--- config.mk ---
export PLATFORM = sky130hd
export DESIGN_NAME = unb_serial
export DESIGN_NICKNAME = d
export VERILOG_FILES = /design/src/rtl/unb_pkg.sv /design/src/rtl/unb_serial.sv
export SDC_FILE = /design/constraint.sdc
export NUM_CORES = 1
export LEC_CHECK = 0
export BUFFER_PORTS_ARGS = -buffer_cell sky130_fd_sc_hd__buf_2
export CAP_MARGIN = 10
export CORE_AREA = 2 2 111 92
export CTS_CLUSTER_DIAMETER = 150
export DETAILED_ROUTE_END_ITERATION = 8
export DIE_AREA = 0 0 113 94
export GPL_TIMING_DRIVEN = 0
export HOLD_SLACK_MARGIN = 0.08
export PLACE_DENSITY = 0.76
export RECOVER_POWER = 25
export SLEW_MARGIN = 5
export SYNTH_ARGS = -nofsm -noshare
export SYNTH_HDL_FRONTEND = slang
export SYNTH_SLANG_ARGS = --single-unit
--- constraint.sdc ---
create_clock -name core_clk -period 8.6 [get_ports core_clk]
set_input_delay 0.86 -clock core_clk [delete_from_list [all_inputs] [get_ports core_clk]]
set_output_delay 0.86 -clock core_clk [all_outputs]
set_load 0.03 [all_outputs]
--- src/rtl/unb_pkg.sv ---
package unb_pkg;

    // register port geometry
    localparam int ADDR_W = 4;
    localparam int DATA_W = 8;

    // register offsets
    localparam logic [ADDR_W-1:0] REG_CTRL  = 4'h0;
    localparam logic [ADDR_W-1:0] REG_BUF   = 4'h1;
    localparam logic [ADDR_W-1:0] REG_PWR   = 4'h2;
    localparam logic [ADDR_W-1:0] REG_BAUD  = 4'h3;
    localparam logic [ADDR_W-1:0] REG_T1    = 4'h4;
    localparam logic [ADDR_W-1:0] REG_GENL  = 4'h5;
    localparam logic [ADDR_W-1:0] REG_GENH  = 4'h6;
    localparam logic [ADDR_W-1:0] REG_ISTAT = 4'h7;
    localparam logic [ADDR_W-1:0] REG_IMASK = 4'h8;

    // serial_control field positions
    localparam int CTRL_RXDONE = 0;
    localparam int CTRL_TXDONE = 1;
    localparam int CTRL_RXNINE = 2;
    localparam int CTRL_TXNINE = 3;
    localparam int CTRL_RXEN   = 4;
    localparam int CTRL_MPF    = 5;
    localparam int CTRL_MODE3  = 6;
    // power_control and baud source fields
    localparam int PWR_DOUBLE  = 7;
    localparam int BAUD_GEN    = 0;
    // interrupt status / mask fields
    localparam int INT_TX      = 0;
    localparam int INT_RX      = 1;

    // reset values and timing counts
    localparam logic [9:0] GEN_RELOAD_RST = 10'h3D9;
    localparam logic [9:0] GEN_LAST       = 10'h3FF;
    localparam logic [7:0] T1_LAST        = 8'hFF;
    localparam logic [2:0] PRESCALE_LAST  = 3'h5;
    localparam logic [3:0] CNT_LAST       = 4'hF;
    localparam logic [3:0] SMP_A          = 4'h7;
    localparam logic [3:0] SMP_B          = 4'h8;
    localparam logic [3:0] SMP_C          = 4'h9;
    localparam logic [8:0] RX_PRELOAD     = 9'h1FF;
    localparam logic [7:0] TX_DONE_PATTERN = 8'h01;

    typedef enum logic [1:0] {RX_HUNT, RX_BITS, RX_HOLD} unb_rx_e;

    typedef struct packed {
        logic              wr;
        logic              rd;
        logic [ADDR_W-1:0] addr;
        logic [DATA_W-1:0] wdata;
    } unb_bus_s;

    typedef struct packed {
        // software visible
        logic       rxDone;
        logic       txDone;
        logic       rxNinth;
        logic       txNinth;
        logic       rxEn;
        logic       mpFilter;
        logic       mode3;
        logic       baudDouble;
        logic       useGen;
        logic [7:0] t1Reload;
        logic [9:0] genReload;
        logic [1:0] intStat;
        logic [1:0] intMask;
        logic [7:0] rxBuf;
        // bit rate sources
        logic [2:0] pre6;
        logic [7:0] t1Cnt;
        logic [9:0] genCnt;
        logic       halfTog;
        // transmitter
        logic [8:0] txShift;
        logic       txReq;
        logic       txActive;
        logic       txDataEn;
        logic       txShifted;
        logic [3:0] txCnt;
        // receiver
        unb_rx_e    rxState;
        logic [3:0] rxCnt;
        logic [8:0] rxShift;
        logic       rxLast;
        logic       smpA;
        logic       smpB;
        logic       rxFirst;
        logic       sync1;
        logic       sync2;
        // registered outputs
        logic       txPin;
        logic       irq;
        logic [7:0] rdata;
    } unb_state_s;

endpackage : unb_pkg

--- src/rtl/unb_serial.sv ---
//Contract
//- frame is start 0, eight data bits LSB first, ninth bit, stop 1
//- ninth bit sent from tx_ninth_bit; received ninth bit stored in rx_ninth_bit
//- mode 2 bit rate is osc/32, or osc/16 with baud_double
//- mode 3 bit rate from timer 1 overflows (osc/6) or baud generator
//- buffer write loads ninth bit, requests send; start waits for counter rollover
//- send_active drives start bit; data enabled next bit; first shift after
//- first shift inserts stop bit one at top; later shifts insert zeros
//- ninth bit out with stop beside: last shift, end send, set tx_done_flag
//- sample input at 16x; on falling edge reset counter, preload 1FF
//- sample at counter states 7, 8, 9; take two-of-three majority
//- first bit not zero: reset receiver and hunt again
//- 9-bit receive shifter; start bit at top triggers final shift and load
//- load only if rx_done_flag clear and filter off or ninth bit one
//- one bit time after final shift return to hunting
//- received stop bit affects neither buffer, ninth bit nor done flag
//
// Design decisions made here: the register offsets and the address-and-strobe port.
module unb_serial
(
    // clock and reset
    input  wire logic            core_clk,
    input  wire logic            rst,
    // register port
    input  wire unb_pkg::unb_bus_s busIn,
    output logic [unb_pkg::DATA_W-1:0] rdData,
    // serial line
    input  wire logic            serial_rx_pin,
    output logic                 serial_tx_pin,
    // interrupt
    output logic                 irq
);
    import unb_pkg::*;

    unb_state_s s_q;
    unb_state_s s_d;

    logic       genOvf;
    logic       t1Ovf;
    logic       rawTick;
    logic       tick16;
    logic       txRoll;
    logic       txDoneSet;
    logic       startDetect;
    logic       rxVoteNow;
    logic       rxVote;
    logic       rxFinal;
    logic       rxAccept;
    logic       falseStart;
    logic       ctrlWr;
    logic [1:0] intClr;

    always_comb begin
        s_d = s_q;

        // bit rate sources
        s_d.genCnt = (s_q.genCnt == GEN_LAST) ? s_q.genReload : s_q.genCnt + 10'h001;
        genOvf     = (s_q.genCnt == GEN_LAST);
        s_d.pre6   = (s_q.pre6 == PRESCALE_LAST) ? 3'h0 : s_q.pre6 + 3'h1;
        t1Ovf      = (s_q.pre6 == PRESCALE_LAST) && (s_q.t1Cnt == T1_LAST);
        if (s_q.pre6 == PRESCALE_LAST) begin
            s_d.t1Cnt = t1Ovf ? s_q.t1Reload : s_q.t1Cnt + 8'h01;
        end
        rawTick = s_q.mode3 ? (s_q.useGen ? genOvf : t1Ovf) : 1'b1;
        if (rawTick) begin
            s_d.halfTog = ~s_q.halfTog;
        end
        // without doubling, every other source tick feeds the 16x counters
        tick16 = rawTick && (s_q.baudDouble || s_q.halfTog);

        // transmitter
        txDoneSet = 1'b0;
        txRoll    = tick16 && (s_q.txCnt == CNT_LAST);
        if (tick16) begin
            s_d.txCnt = s_q.txCnt + 4'h1;
        end
        if (txRoll) begin
            if (!s_q.txActive) begin
                if (s_q.txReq) begin
                    s_d.txActive  = 1'b1;
                    s_d.txDataEn  = 1'b0;
                    s_d.txShifted = 1'b0;
                    s_d.txReq     = 1'b0;
                end
            end else if (!s_q.txDataEn) begin
                s_d.txDataEn = 1'b1;
            end else if (s_q.txShifted && (s_q.txShift[8:1] == TX_DONE_PATTERN)) begin
                s_d.txShift  = {1'b0, s_q.txShift[8:1]};
                s_d.txActive = 1'b0;
                s_d.txDataEn = 1'b0;
                txDoneSet    = 1'b1;
            end else begin
                s_d.txShift   = {~s_q.txShifted, s_q.txShift[8:1]};
                s_d.txShifted = 1'b1;
            end
        end

        // receiver
        s_d.sync1   = serial_rx_pin;
        s_d.sync2   = s_q.sync1;
        startDetect = 1'b0;
        rxFinal     = 1'b0;
        rxAccept    = 1'b0;
        falseStart  = 1'b0;
        rxVoteNow   = tick16 && (s_q.rxState != RX_HUNT) && (s_q.rxCnt == SMP_C);
        rxVote      = (s_q.smpA & s_q.smpB) | (s_q.smpA & s_q.sync2) | (s_q.smpB & s_q.sync2);
        if (tick16) begin
            s_d.rxLast = s_q.sync2;
            s_d.rxCnt  = s_q.rxCnt + 4'h1;
        end
        unique case (s_q.rxState)
            RX_HUNT: begin
                if (tick16 && s_q.rxEn && s_q.rxLast && !s_q.sync2) begin
                    startDetect = 1'b1;
                    s_d.rxCnt   = 4'h1;
                    s_d.rxShift = RX_PRELOAD;
                    s_d.rxFirst = 1'b1;
                    s_d.rxState = RX_BITS;
                end
            end
            RX_BITS: begin
                if (tick16 && (s_q.rxCnt == SMP_A)) begin
                    s_d.smpA = s_q.sync2;
                end
                if (tick16 && (s_q.rxCnt == SMP_B)) begin
                    s_d.smpB = s_q.sync2;
                end
                if (rxVoteNow) begin
                    s_d.rxFirst = 1'b0;
                    if (s_q.rxFirst && rxVote) begin
                        falseStart  = 1'b1;
                        s_d.rxState = RX_HUNT;
                    end else begin
                        s_d.rxShift = {s_q.rxShift[7:0], rxVote};
                        if (!s_q.rxShift[8]) begin
                            rxFinal     = 1'b1;
                            s_d.rxState = RX_HOLD;
                            // stop bit never sampled into the frame
                            rxAccept    = !s_q.rxDone && (!s_q.mpFilter || rxVote);
                        end
                    end
                end
            end
            RX_HOLD: begin
                if (rxVoteNow) begin
                    s_d.rxState = RX_HUNT;
                end
            end
            default: s_d.rxState = RX_HUNT;
        endcase
        if (rxAccept) begin
            s_d.rxNinth = rxVote;
            for (int i = 0; i < 8; i++) begin
                s_d.rxBuf[i] = s_q.rxShift[7-i];
            end
        end

        // register writes
        ctrlWr = busIn.wr && (busIn.addr == REG_CTRL);
        intClr = 2'h0;
        s_d.rxDone = s_q.rxDone | rxAccept;
        s_d.txDone = s_q.txDone | txDoneSet;
        if (busIn.wr) begin
            unique case (busIn.addr)
                REG_CTRL: begin
                    // set beats a simultaneous software clear
                    s_d.rxDone   = busIn.wdata[CTRL_RXDONE] | rxAccept;
                    s_d.txDone   = busIn.wdata[CTRL_TXDONE] | txDoneSet;
                    s_d.txNinth  = busIn.wdata[CTRL_TXNINE];
                    s_d.rxEn     = busIn.wdata[CTRL_RXEN];
                    s_d.mpFilter = busIn.wdata[CTRL_MPF];
                    s_d.mode3    = busIn.wdata[CTRL_MODE3];
                end
                REG_BUF: begin
                    s_d.txShift = {s_q.txNinth, busIn.wdata};
                    s_d.txReq   = 1'b1;
                end
                REG_PWR:   s_d.baudDouble = busIn.wdata[PWR_DOUBLE];
                REG_BAUD:  s_d.useGen = busIn.wdata[BAUD_GEN];
                REG_T1:    s_d.t1Reload = busIn.wdata;
                REG_GENL:  s_d.genReload[7:0] = busIn.wdata;
                REG_GENH:  s_d.genReload[9:8] = busIn.wdata[1:0];
                REG_ISTAT: intClr = busIn.wdata[1:0];
                REG_IMASK: s_d.intMask = busIn.wdata[1:0];
                default: ;
            endcase
        end
        s_d.intStat = (s_q.intStat & ~intClr) | {rxAccept, txDoneSet};

        // register reads, data valid the cycle after the strobe
        s_d.rdata = 8'h00;
        if (busIn.rd) begin
            unique case (busIn.addr)
                REG_CTRL:  s_d.rdata = {1'b0, s_q.mode3, s_q.mpFilter, s_q.rxEn,
                                        s_q.txNinth, s_q.rxNinth, s_q.txDone, s_q.rxDone};
                REG_BUF:   s_d.rdata = s_q.rxBuf;
                REG_PWR:   s_d.rdata = {s_q.baudDouble, 7'h00};
                REG_BAUD:  s_d.rdata = {7'h00, s_q.useGen};
                REG_T1:    s_d.rdata = s_q.t1Reload;
                REG_GENL:  s_d.rdata = s_q.genReload[7:0];
                REG_GENH:  s_d.rdata = {6'h00, s_q.genReload[9:8]};
                REG_ISTAT: s_d.rdata = {6'h00, s_q.intStat};
                REG_IMASK: s_d.rdata = {6'h00, s_q.intMask};
                default:   s_d.rdata = 8'h00;
            endcase
        end

        // line: idle high, start low, then shifter output
        s_d.txPin = !s_d.txActive ? 1'b1 : (!s_d.txDataEn ? 1'b0 : s_d.txShift[0]);
        s_d.irq   = |(s_d.intStat & s_d.intMask);
    end

    always_ff @(posedge core_clk or posedge rst) begin
        if (rst) begin
            s_q           <= '0;
            s_q.genReload <= GEN_RELOAD_RST;
            s_q.rxState   <= RX_HUNT;
            s_q.rxLast    <= 1'b1;
            s_q.sync1     <= 1'b1;
            s_q.sync2     <= 1'b1;
            s_q.txPin     <= 1'b1;
        end else begin
            s_q <= s_d;
        end
    end

    assign rdData        = s_q.rdata;
    assign serial_tx_pin = s_q.txPin;
    assign irq           = s_q.irq;
endmodule // unb_serial

Yosys cells after proc, flatten, opt, wreduce, memory -nomap -nowiden

Cells that the tools add are included.

Reductions and logical operators: 36
Mux-type cells: 51
$add $sub $neg: 5
Equal/unequal tests: 25
Bitwise logic cells: 15

Operators by type and width:

| cell                                                                   | number |
|---|---|
| 8-bit one-hot mux with 9 select lines                                  | 1 |
| 9-bit two-way mux                                                      | 5 |
| 10-bit two-way mux                                                     | 3 |
| 2-bit two-way mux                                                      | 11 |
| 4-bit by 3-bit equality test with 1-bit output (second input constant) | 5 |
| 1-bit two-way mux                                                      | 19 |
| 9-bit one-hot mux with 2 select lines                                  | 1 |
| 4-bit equality test (second input constant)                            | 4 |
| 8-bit two-way mux                                                      | 2 |
| 2-bit AND reduction                                                    | 8 |
| 15-bit two-way mux                                                     | 1 |
| 1-bit logical AND                                                      | 13 |
| 13-bit two-way mux                                                     | 1 |
| 2-bit inequality test (second input constant)                          | 6 |
| 4-bit AND reduction                                                    | 3 |
| 10-bit by 1-bit adder with 10-bit output (second input constant)       | 1 |
| 10-bit equality test (second input constant)                           | 1 |
| 3-bit two-way mux                                                      | 3 |
| 4-bit by 1-bit adder with 4-bit output (second input constant)         | 2 |
| 8-bit by 1-bit adder with 8-bit output (second input constant)         | 1 |
| 4-bit by 2-bit equality test with 1-bit output (second input constant) | 2 |
| 8-bit by 1-bit equality test with 1-bit output (second input constant) | 1 |
| 8-bit equality test (second input constant)                            | 1 |
| 4-bit two-way mux                                                      | 2 |
| other kinds (21)                                                       | 35 |

Logic and storage cells: 169
Bits in registers: 109
Output and inout bits: 10

Logic depth before layout (Yosys ltp)

Gate-level depths: netlist of run 1.

Depth after elaboration: 12
Mapped depth: 8
Gate-level depth less buffers: 7

Worst setup path after synthesis of run 1

No wires, ideal clock.

Path type: input to register
From: input port busIn[9] in the netlist's numbering
To: register s_q[92] in the netlist's numbering
Data required time: 8.475 ns
Stages: 5
Arrival: 2.108 ns
Library setup time: 0.125 ns
Path buffers: 1
Path slack: 6.368 ns
Cell sequence: clkbuf_1 > nand2b_1 > nor3_2 > nand2_1 > mux2_2

Longest elaborated chain between the ends: 2

Ends and longest elaborated chain:

| what                                           | line              | RTL |
|---|---|---|
| start, declared                                | unb_serial.sv:25  | `input wire unb_pkg::unb_bus_s busIn,` |
| 4-bit by 3-bit equality test with 1-bit output | unb_serial.sv:164 | `unique case (busIn.addr)` |
| 2-bit AND reduction (no source line)           | n/a               |  |
| end, declared                                  | unb_serial.sv:35  | `unb_state_s s_q;` |

No other way between the ends.
A chain may end at the register's enable or synchronous reset.

==> results of run 1 <==
==> how the worst max path moves through the flow <==
stage                      startpoint                  end  slack (ns)  cells after the start
floorplan                         rst        irq$_DFF_PP0_        4.88                      1
global placement                  rst  s_q[22]$_DFFE_PP0P_        3.78                      2
detailed placement          busIn[11]  rdData[1]$_DFF_PP0_        5.71                      8
CTS                 s_q[49]$_DFF_PP0_  s_q[72]$_DFFE_PP0P_        6.04                      6
global route                      rst  s_q[14]$_DFFE_PP0P_        2.98                      3
finish                            rst  s_q[72]$_DFFE_PP0P_        3.87                      3
==> routing by layer <==
metal  track usage  part of all wire  vias up
met2         0.334              0.45      107
met3        0.0703             0.059       14
met4        0.0417            0.0085        0
met5             0                 0        -
met1         0.301              0.48     1804
li1              -                 -     1754
==> cell families after synthesis <==
family / count (synthesis) / share of synthesized area
compound gates: 82 / 0.105
xor+xnor: 9 / 0.0155
fa+ha+maj: 7 / 0.0167
buf+inv: 35 / 0.0322
flops: 109 / 0.538
mux: 58 / 0.125
simple gates: 174 / 0.167
==> registers in the layout, indices dropped and copies added, names as in the netlist <==
signal,count
rdData,8
s_d,1
s_q,98
irq,1
serial_tx_pin,1
==> power by group through the flow <==
stage          Clock (uW)  Combinational (uW)  Sequential, uW
5_1_grt               438                 340             765
2_1_floorplan           0                 234             722
3_5_place_dp            0                 303             755
3_3_place_gp            0                 285             750
6_report              410                 303             751
4_1_cts               417                 306             747
==> area by class of cell <==
class	instances	area share
Sequential cell	109	0.484
Multi-Input combinational cell	330	0.386
Clock buffer	11	0.0429
Tap cell	119	0.0263
Timing Repair Buffer	26	0.0228
Buffer	20	0.0190
Inverter	15	0.0102
Clock inverter	5	0.00884
==> per-stage QoR <==
step,hold WS (ns),cell area (sq um),total power [uW],utilization
2_1_floorplan,0.345,5090,956,-
3_3_place_gp,0.349,5370,1030,0.568
3_5_place_dp,0.350,5400,1060,0.571
4_1_cts,0.359,5690,1470,0.602
5_1_grt,0.368,5660,1540,0.599
6_report,0.360,5660,1460,0.599
==> Yosys cell counts (4+ instances only) <==
cell,instances,area (sq um)
and3_1,5,31.3
nand2b_1,6,37.5
dfrtp_1,98,2450
nor3_1,7,35.0
nand3b_1,4,30.0
a21oi_1,18,90.1
mux2_2,43,484
buf_4,8,60.1
dfstp_2,11,289
nand2_1,81,304
mux2i_1,14,140
o21ai_0,25,125
nand3_1,22,110
xnor2_1,6,52.6
inv_1,15,56.3
ha_1,6,75.1
a31oi_1,6,37.5
nor2b_1,5,31.3
nand4_1,8,50.1
nor2_1,20,75.1
clkbuf_1,9,33.8
a22oi_1,6,45.0
==> flow_summary.ini, run 1 <==
[status]
status = complete, but fails checks
violations = DRC, capacitance limit, slew limit

[clocking]
cts_root_buffer = clkbuf_16
cts.hold.buffers_added = 0
cts_tree = done
numCtsBuffers = 9
h-tree-depth = 3
clockBufferDepth = 2
worstSkewPairLatency_ns = 0.35
post-cts-setup-buffer-count = 0
ctsResizeCount = 0
cts.sinks = 109
cts.clk_slew.worst_paths_ns = 0.06

[run]
maxCapViolCount = 2

[sta]
min_period_over_period = 0.549
slew_violations = 112
period_needed_ns = 4.73
setup_tns_ns = 0
rsz0062_at_grt = false
relSlewSlack = -1.08
setup_viol = 0
hold_violations = 0
worst_slack_ns = 3.87
max_freq_ghz = 0.212
tightestPinTransition_ns = 3.12
finClkSkew_ns = 0.00711

[grt]
grt_antenna_before_repair = 0
grt_pass1_wl_mm = 17.7
grt_pass1_vias = 3600
grt_max_degree = 62
grt.total_usage = 0.215
grt-ovfl-total = 0

[final_layout]
diodes = 0
final_common_cell = dfrtp_1
nNetsFinal = 534
multiInputGateArea_sq_um = 2190
fillers = 793
fin_cells = 635
layout-drive-gt1-share = 0.225
regArea_sq_um = 2740
syn2layout_area_growth_pct = 11.2
final_cell_mix = 98 x dfrtp_1, 81 x nand2_1, 43 x mux2_2

[setup_path]
r2r_setup_slack_ns = 6.04
path_buf_inv = 3
critical_path.top_delay_family = buffers and inverters
critical_path.max_stage_delay_ns = 2.29
crit_path_max_fanout = 61
cp_slowest_cell = clkbuf_1
crit_required_ns = 8.37
worstSetupStartpointType = input pin
rr_endpoint = s_q[24]$_DFFE_PP0P_
reg2reg_from = s_q[49]$_DFF_PP0_
endpoint_kind = async pin
rr_worst_depth = 8
crit_type = in2async
critPathArrivalTime_ns = 4.49
worstPathCellList = buf_2 > clkinvlp_2 > clkbuf_1

[synth]
seq_area_frac_synth = 0.538
synth_nets = 497
yosysWarnings = 0
synth_cell_types = 57
syn_avg_cell_area_sq_um = 10.7
syn-cell-area_sq_um = 5090
ys_seq_elements = 109
synth_edf_count = 0
syn_inst = 474
synthArstFlopShare = 1.00
synth-main-ff-cell = dfrtp_1

[route]
drt_pass1_iterations = 7
drt-total-wl_mm = 10.7
routedWlPerCell_um = 16.9
ant_nets = 0
viasPerCell = 5.79
drt_first_iter_violations = 350
vias = 3679
drc = 1

[floorplanning]
core_sq_um = 9450
die_y_um = 94
design.portCount = 27
die_area_sq_um = 10600
die_w_um = 113
initial_utilization = 0.539
std_cell_rows = 32

[placed_design]
dp_cells = 619
port_buffers = 25
dp_hpwl_mm = 7.77
routabilityCongestion = 0.871
dpl_worst_slack_ns = 5.71

[power]
power_leakage_uw = 0.00259
p_switching_uw = 453
clock_power_share = 0.280
irDropWorstVdd_uv = 159
p_seq_frac = 0.513
p_comb_frac = 0.207
internal_power_uw = 1010
switching_share = 0.309
power_density_nw_per_um2 = 258

[hold_path]
min_delay_path_depth = 0
hp-start = s_d[10]$_DFF_PP1_
hp-class = reg2reg
min_to = s_q[10]$_DFF_PP1_
Note: power is estimated with default switching activity, not from simulation.
==> run 2, diff against run 1 <==
--- a/config.mk
+++ b/config.mk
@@ -5,15 +5,16 @@
 export SDC_FILE = /design/constraint.sdc
 export NUM_CORES = 1
 export LEC_CHECK = 0
+export ABC_AREA = 1
 export BUFFER_PORTS_ARGS = -buffer_cell sky130_fd_sc_hd__buf_2
 export CAP_MARGIN = 10
-export CORE_AREA = 2 2 111 92
+export CORE_AREA = 2 2 113 93
 export CTS_CLUSTER_DIAMETER = 150
 export DETAILED_ROUTE_END_ITERATION = 8
-export DIE_AREA = 0 0 113 94
+export DIE_AREA = 0 0 115 95
 export GPL_TIMING_DRIVEN = 0
 export HOLD_SLACK_MARGIN = 0.08
-export PLACE_DENSITY = 0.76
+export PLACE_DENSITY = 0.77
 export RECOVER_POWER = 25
 export SLEW_MARGIN = 5
 export SYNTH_ARGS = -nofsm -noshare
==> constraint.sdc (replaced) <==
create_clock -name core_clk -period 4.9 [get_ports core_clk]
set_input_delay 0.49 -clock core_clk [delete_from_list [all_inputs] [get_ports core_clk]]
set_output_delay 0.49 -clock core_clk [all_outputs]
set_load 0.03 [all_outputs]
==> run 2 against run 1 <==
  * The flow finishes with violations (capacitance limit, slew limit)
  * Synthesized area grew 4.5%
  * Register-to-register slack worse by 3.2 ns
  * Flip-flop and latch count stayed put
  * Routed wire length up 12%
  * Hold slack worse by 0.13 ns
  * Critical path depth is 8 higher
==> flow_summary.ini, run 2 <==
[route]
ant_nets = 0
drt_first_iter_violations = 338
vias = 4388
viasPerCell = 5.64
routedWlPerCell_um = 15.5
drt_pass1_iterations = 6
drc = 0
drt-total-wl_mm = 12.0

[sta]
setup_tns_ns = 0
rsz0062_at_grt = false
holdWs_ns = 0.230
worst_slack_ns = 2.88
finClkSkew_ns = 0.00607
min_period_over_period = 0.412
slew_violations = 47
max_freq_ghz = 0.496
hold_violations = 0
setup_viol = 0
tightestPinTransition_ns = 2.11
relSlewSlack = -0.416
period_needed_ns = 2.02

[synth]
synthArstFlopShare = 1.00
syn-cell-area_sq_um = 5320
synth-main-ff-cell = dfrtp_1
syn_inst = 614
yosysTopAreaCell = dfrtp_1
syn_avg_cell_area_sq_um = 8.66
yosysMostFrequentCell = nand2_1
seq_area_frac_synth = 0.515
yosysWarnings = 0
ys_seq_elements = 109
synth_cell_types = 48
synth_edf_count = 0
synth_top_area_share = 0.461
yosys-top-cells-count = 147 x nand2_1, 98 x dfrtp_1, 77 x inv_1
synth_nets = 637
synthTopCellsByArea = dfrtp_1 46%, nand2_1 10%, o21ai_0 6.3%

[clocking]
numCtsBuffers = 9
cts.sinks = 109
worstSkewPairLatency_ns = 0.35
clockBufferDepth = 2
h-tree-depth = 3
cts.clk_slew.worst_paths_ns = 0.07
cts_root_buffer = clkbuf_16
post-cts-setup-buffer-count = 0
cts.hold.buffers_added = 0
cts_tree = done
ctsResizeCount = 0

[setup_path]
r2r_setup_slack_ns = 2.88
rr_endpoint = s_q[22]$_DFFE_PP0P_
worstSetupStartpointType = register
crit_required_ns = 5.20
rr_worst_depth = 11
reg2reg_from = s_q[59]$_DFFE_PP0N_
cp_slowest_cell = dfrtp_1
crit_path_max_fanout = 9
endpoint_kind = register
crit_type = reg2reg
worstPathCellList = ha_1 > nand3_2 > nor2_4 > nand3_2 > nand3_4 > nand2_4 > clkinv_2 > nand3_2 > o21ai_0 > nand3_1 > nand2_1
cpMostUsedCell = nand3_2
critPathArrivalTime_ns = 2.31
critical_path.max_stage_delay_ns = 0.40

[status]
violations = capacitance limit, slew limit
status = complete, but fails checks

[final_layout]
fillers = 871
final_cell_mix = 147 x nand2_1, 98 x dfrtp_1, 76 x inv_1
regArea_sq_um = 2740
nNetsFinal = 674
final_common_cell = nand2_1
syn2layout_area_growth_pct = 12.7
layout-drive-gt1-share = 0.145
multiInputGateArea_sq_um = 2150
largest_reg_flops = 98
top_register = s_q
fin_util = 0.605
diodes = 0

[placed_design]
dp_hpwl_mm = 8.77
port_buffers = 25
dpl_worst_slack_ns = 2.88
routabilityCongestion = 0.948

[run]
maxCapViolCount = 1

[grt]
grt_pass1_wl_mm = 20.5
grt.total_usage = 0.244
grt_antenna_before_repair = 0
grt_pass1_vias = 4331
grt_max_degree = 64
grt-ovfl-total = 0

[floorplanning]
die_w_um = 115
die_y_um = 95
core_sq_um = 9910
die_area_sq_um = 10900
initial_utilization = 0.537
std_cell_rows = 33
design.portCount = 27

[power]
power_leakage_uw = 0.00292
irDropWorstVdd_uv = 440
power.total_uw = 2840
power_density_nw_per_um2 = 474

[hold_path]
hp-class = in2reg
hp-start = serial_rx_pin
min_delay_path_depth = 1
min_to = s_d[10]$_DFF_PP1_
## run 2: cell types whose count changed after synthesis, moves of 6 or more
cell      delta
o21ai_0     +42
nand2b_1     -6
mux2i_1     -12
nor2_1      +24
nand3_2      +6
inv_1       +62
nand2_1     +66
mux2_2      -43
## run 2: worst max path at each step
| stage | from | endpoint | slack, ns |
|---|---|---|---|
| finish | s_q[59]$_DFFE_PP0N_ | s_q[22]$_DFFE_PP0P_ | 2.88 |
| global placement | rst | s_q[55]$_DFF_PP0_ | 0.46 |
| CTS | s_q[59]$_DFFE_PP0N_ | serial_tx_pin$_DFF_PP1_ | 2.87 |
| detailed placement | busIn[11] | s_q[46]$_DFF_PP0_ | 2.88 |
| global route | s_q[49]$_DFF_PP0_ | s_q[58]$_DFF_PP0_ | 2.60 |
| floorplan | rst | irq$_DFF_PP0_ | 1.55 |
## run 2: per-layer routing
metal  wire length [um]  track usage  share of wire
met1               5480        0.331           0.45
met2               5540        0.385           0.46
met3                755       0.0494          0.063
met4                274        0.101          0.023
met5                  0            0              0
## run 2: final cells by class
cell class,instances,area share
Sequential cell,109,0.457
Inverter,81,0.0520
Buffer,17,0.0194
Tap cell,122,0.0255
Timing Repair Buffer,26,0.0255
Clock inverter,7,0.0244
Clock buffer,9,0.0376
Multi-Input combinational cell,407,0.359
## run 2: worst max-delay path, delay by kind of cell, from the launching register on
kind | cells | cell delay (ns)
AOI/OAI and AO/OA | 1 | 0.14
adders and majority gates | 1 | 0.22
DFF | 1 | 0.40
buffers and inverters | 1 | 0.12
and+or+nand+nor | 8 | 1.08
## run 2: metrics by stage
stage          cell area [sq um]  instances
3_5_place_dp                5630        762
3_3_place_gp                5600        761
2_1_floorplan               5320        614
5_1_grt                     6000        778
4_1_cts                     6000        778
6_report                    6000        778
## run 2: logic make-up after synthesis
group	count (synthesis)	synth area share
AOI/OAI and AO/OA	128	0.139
adders and majority gates	6	0.0141
and+or+nand+nor	261	0.231
DFF	109	0.515
muxes	2	0.00376
buffers and inverters	98	0.0802
xor gates and xnor gates	10	0.0165
## run 2: where the power goes
group	total (uW)	leakage [uW]	internal, uW	switching, uW
logic	679	0.00138	235	443
clock network	891	0.000180	555	336
registers	1270	0.00136	1110	163
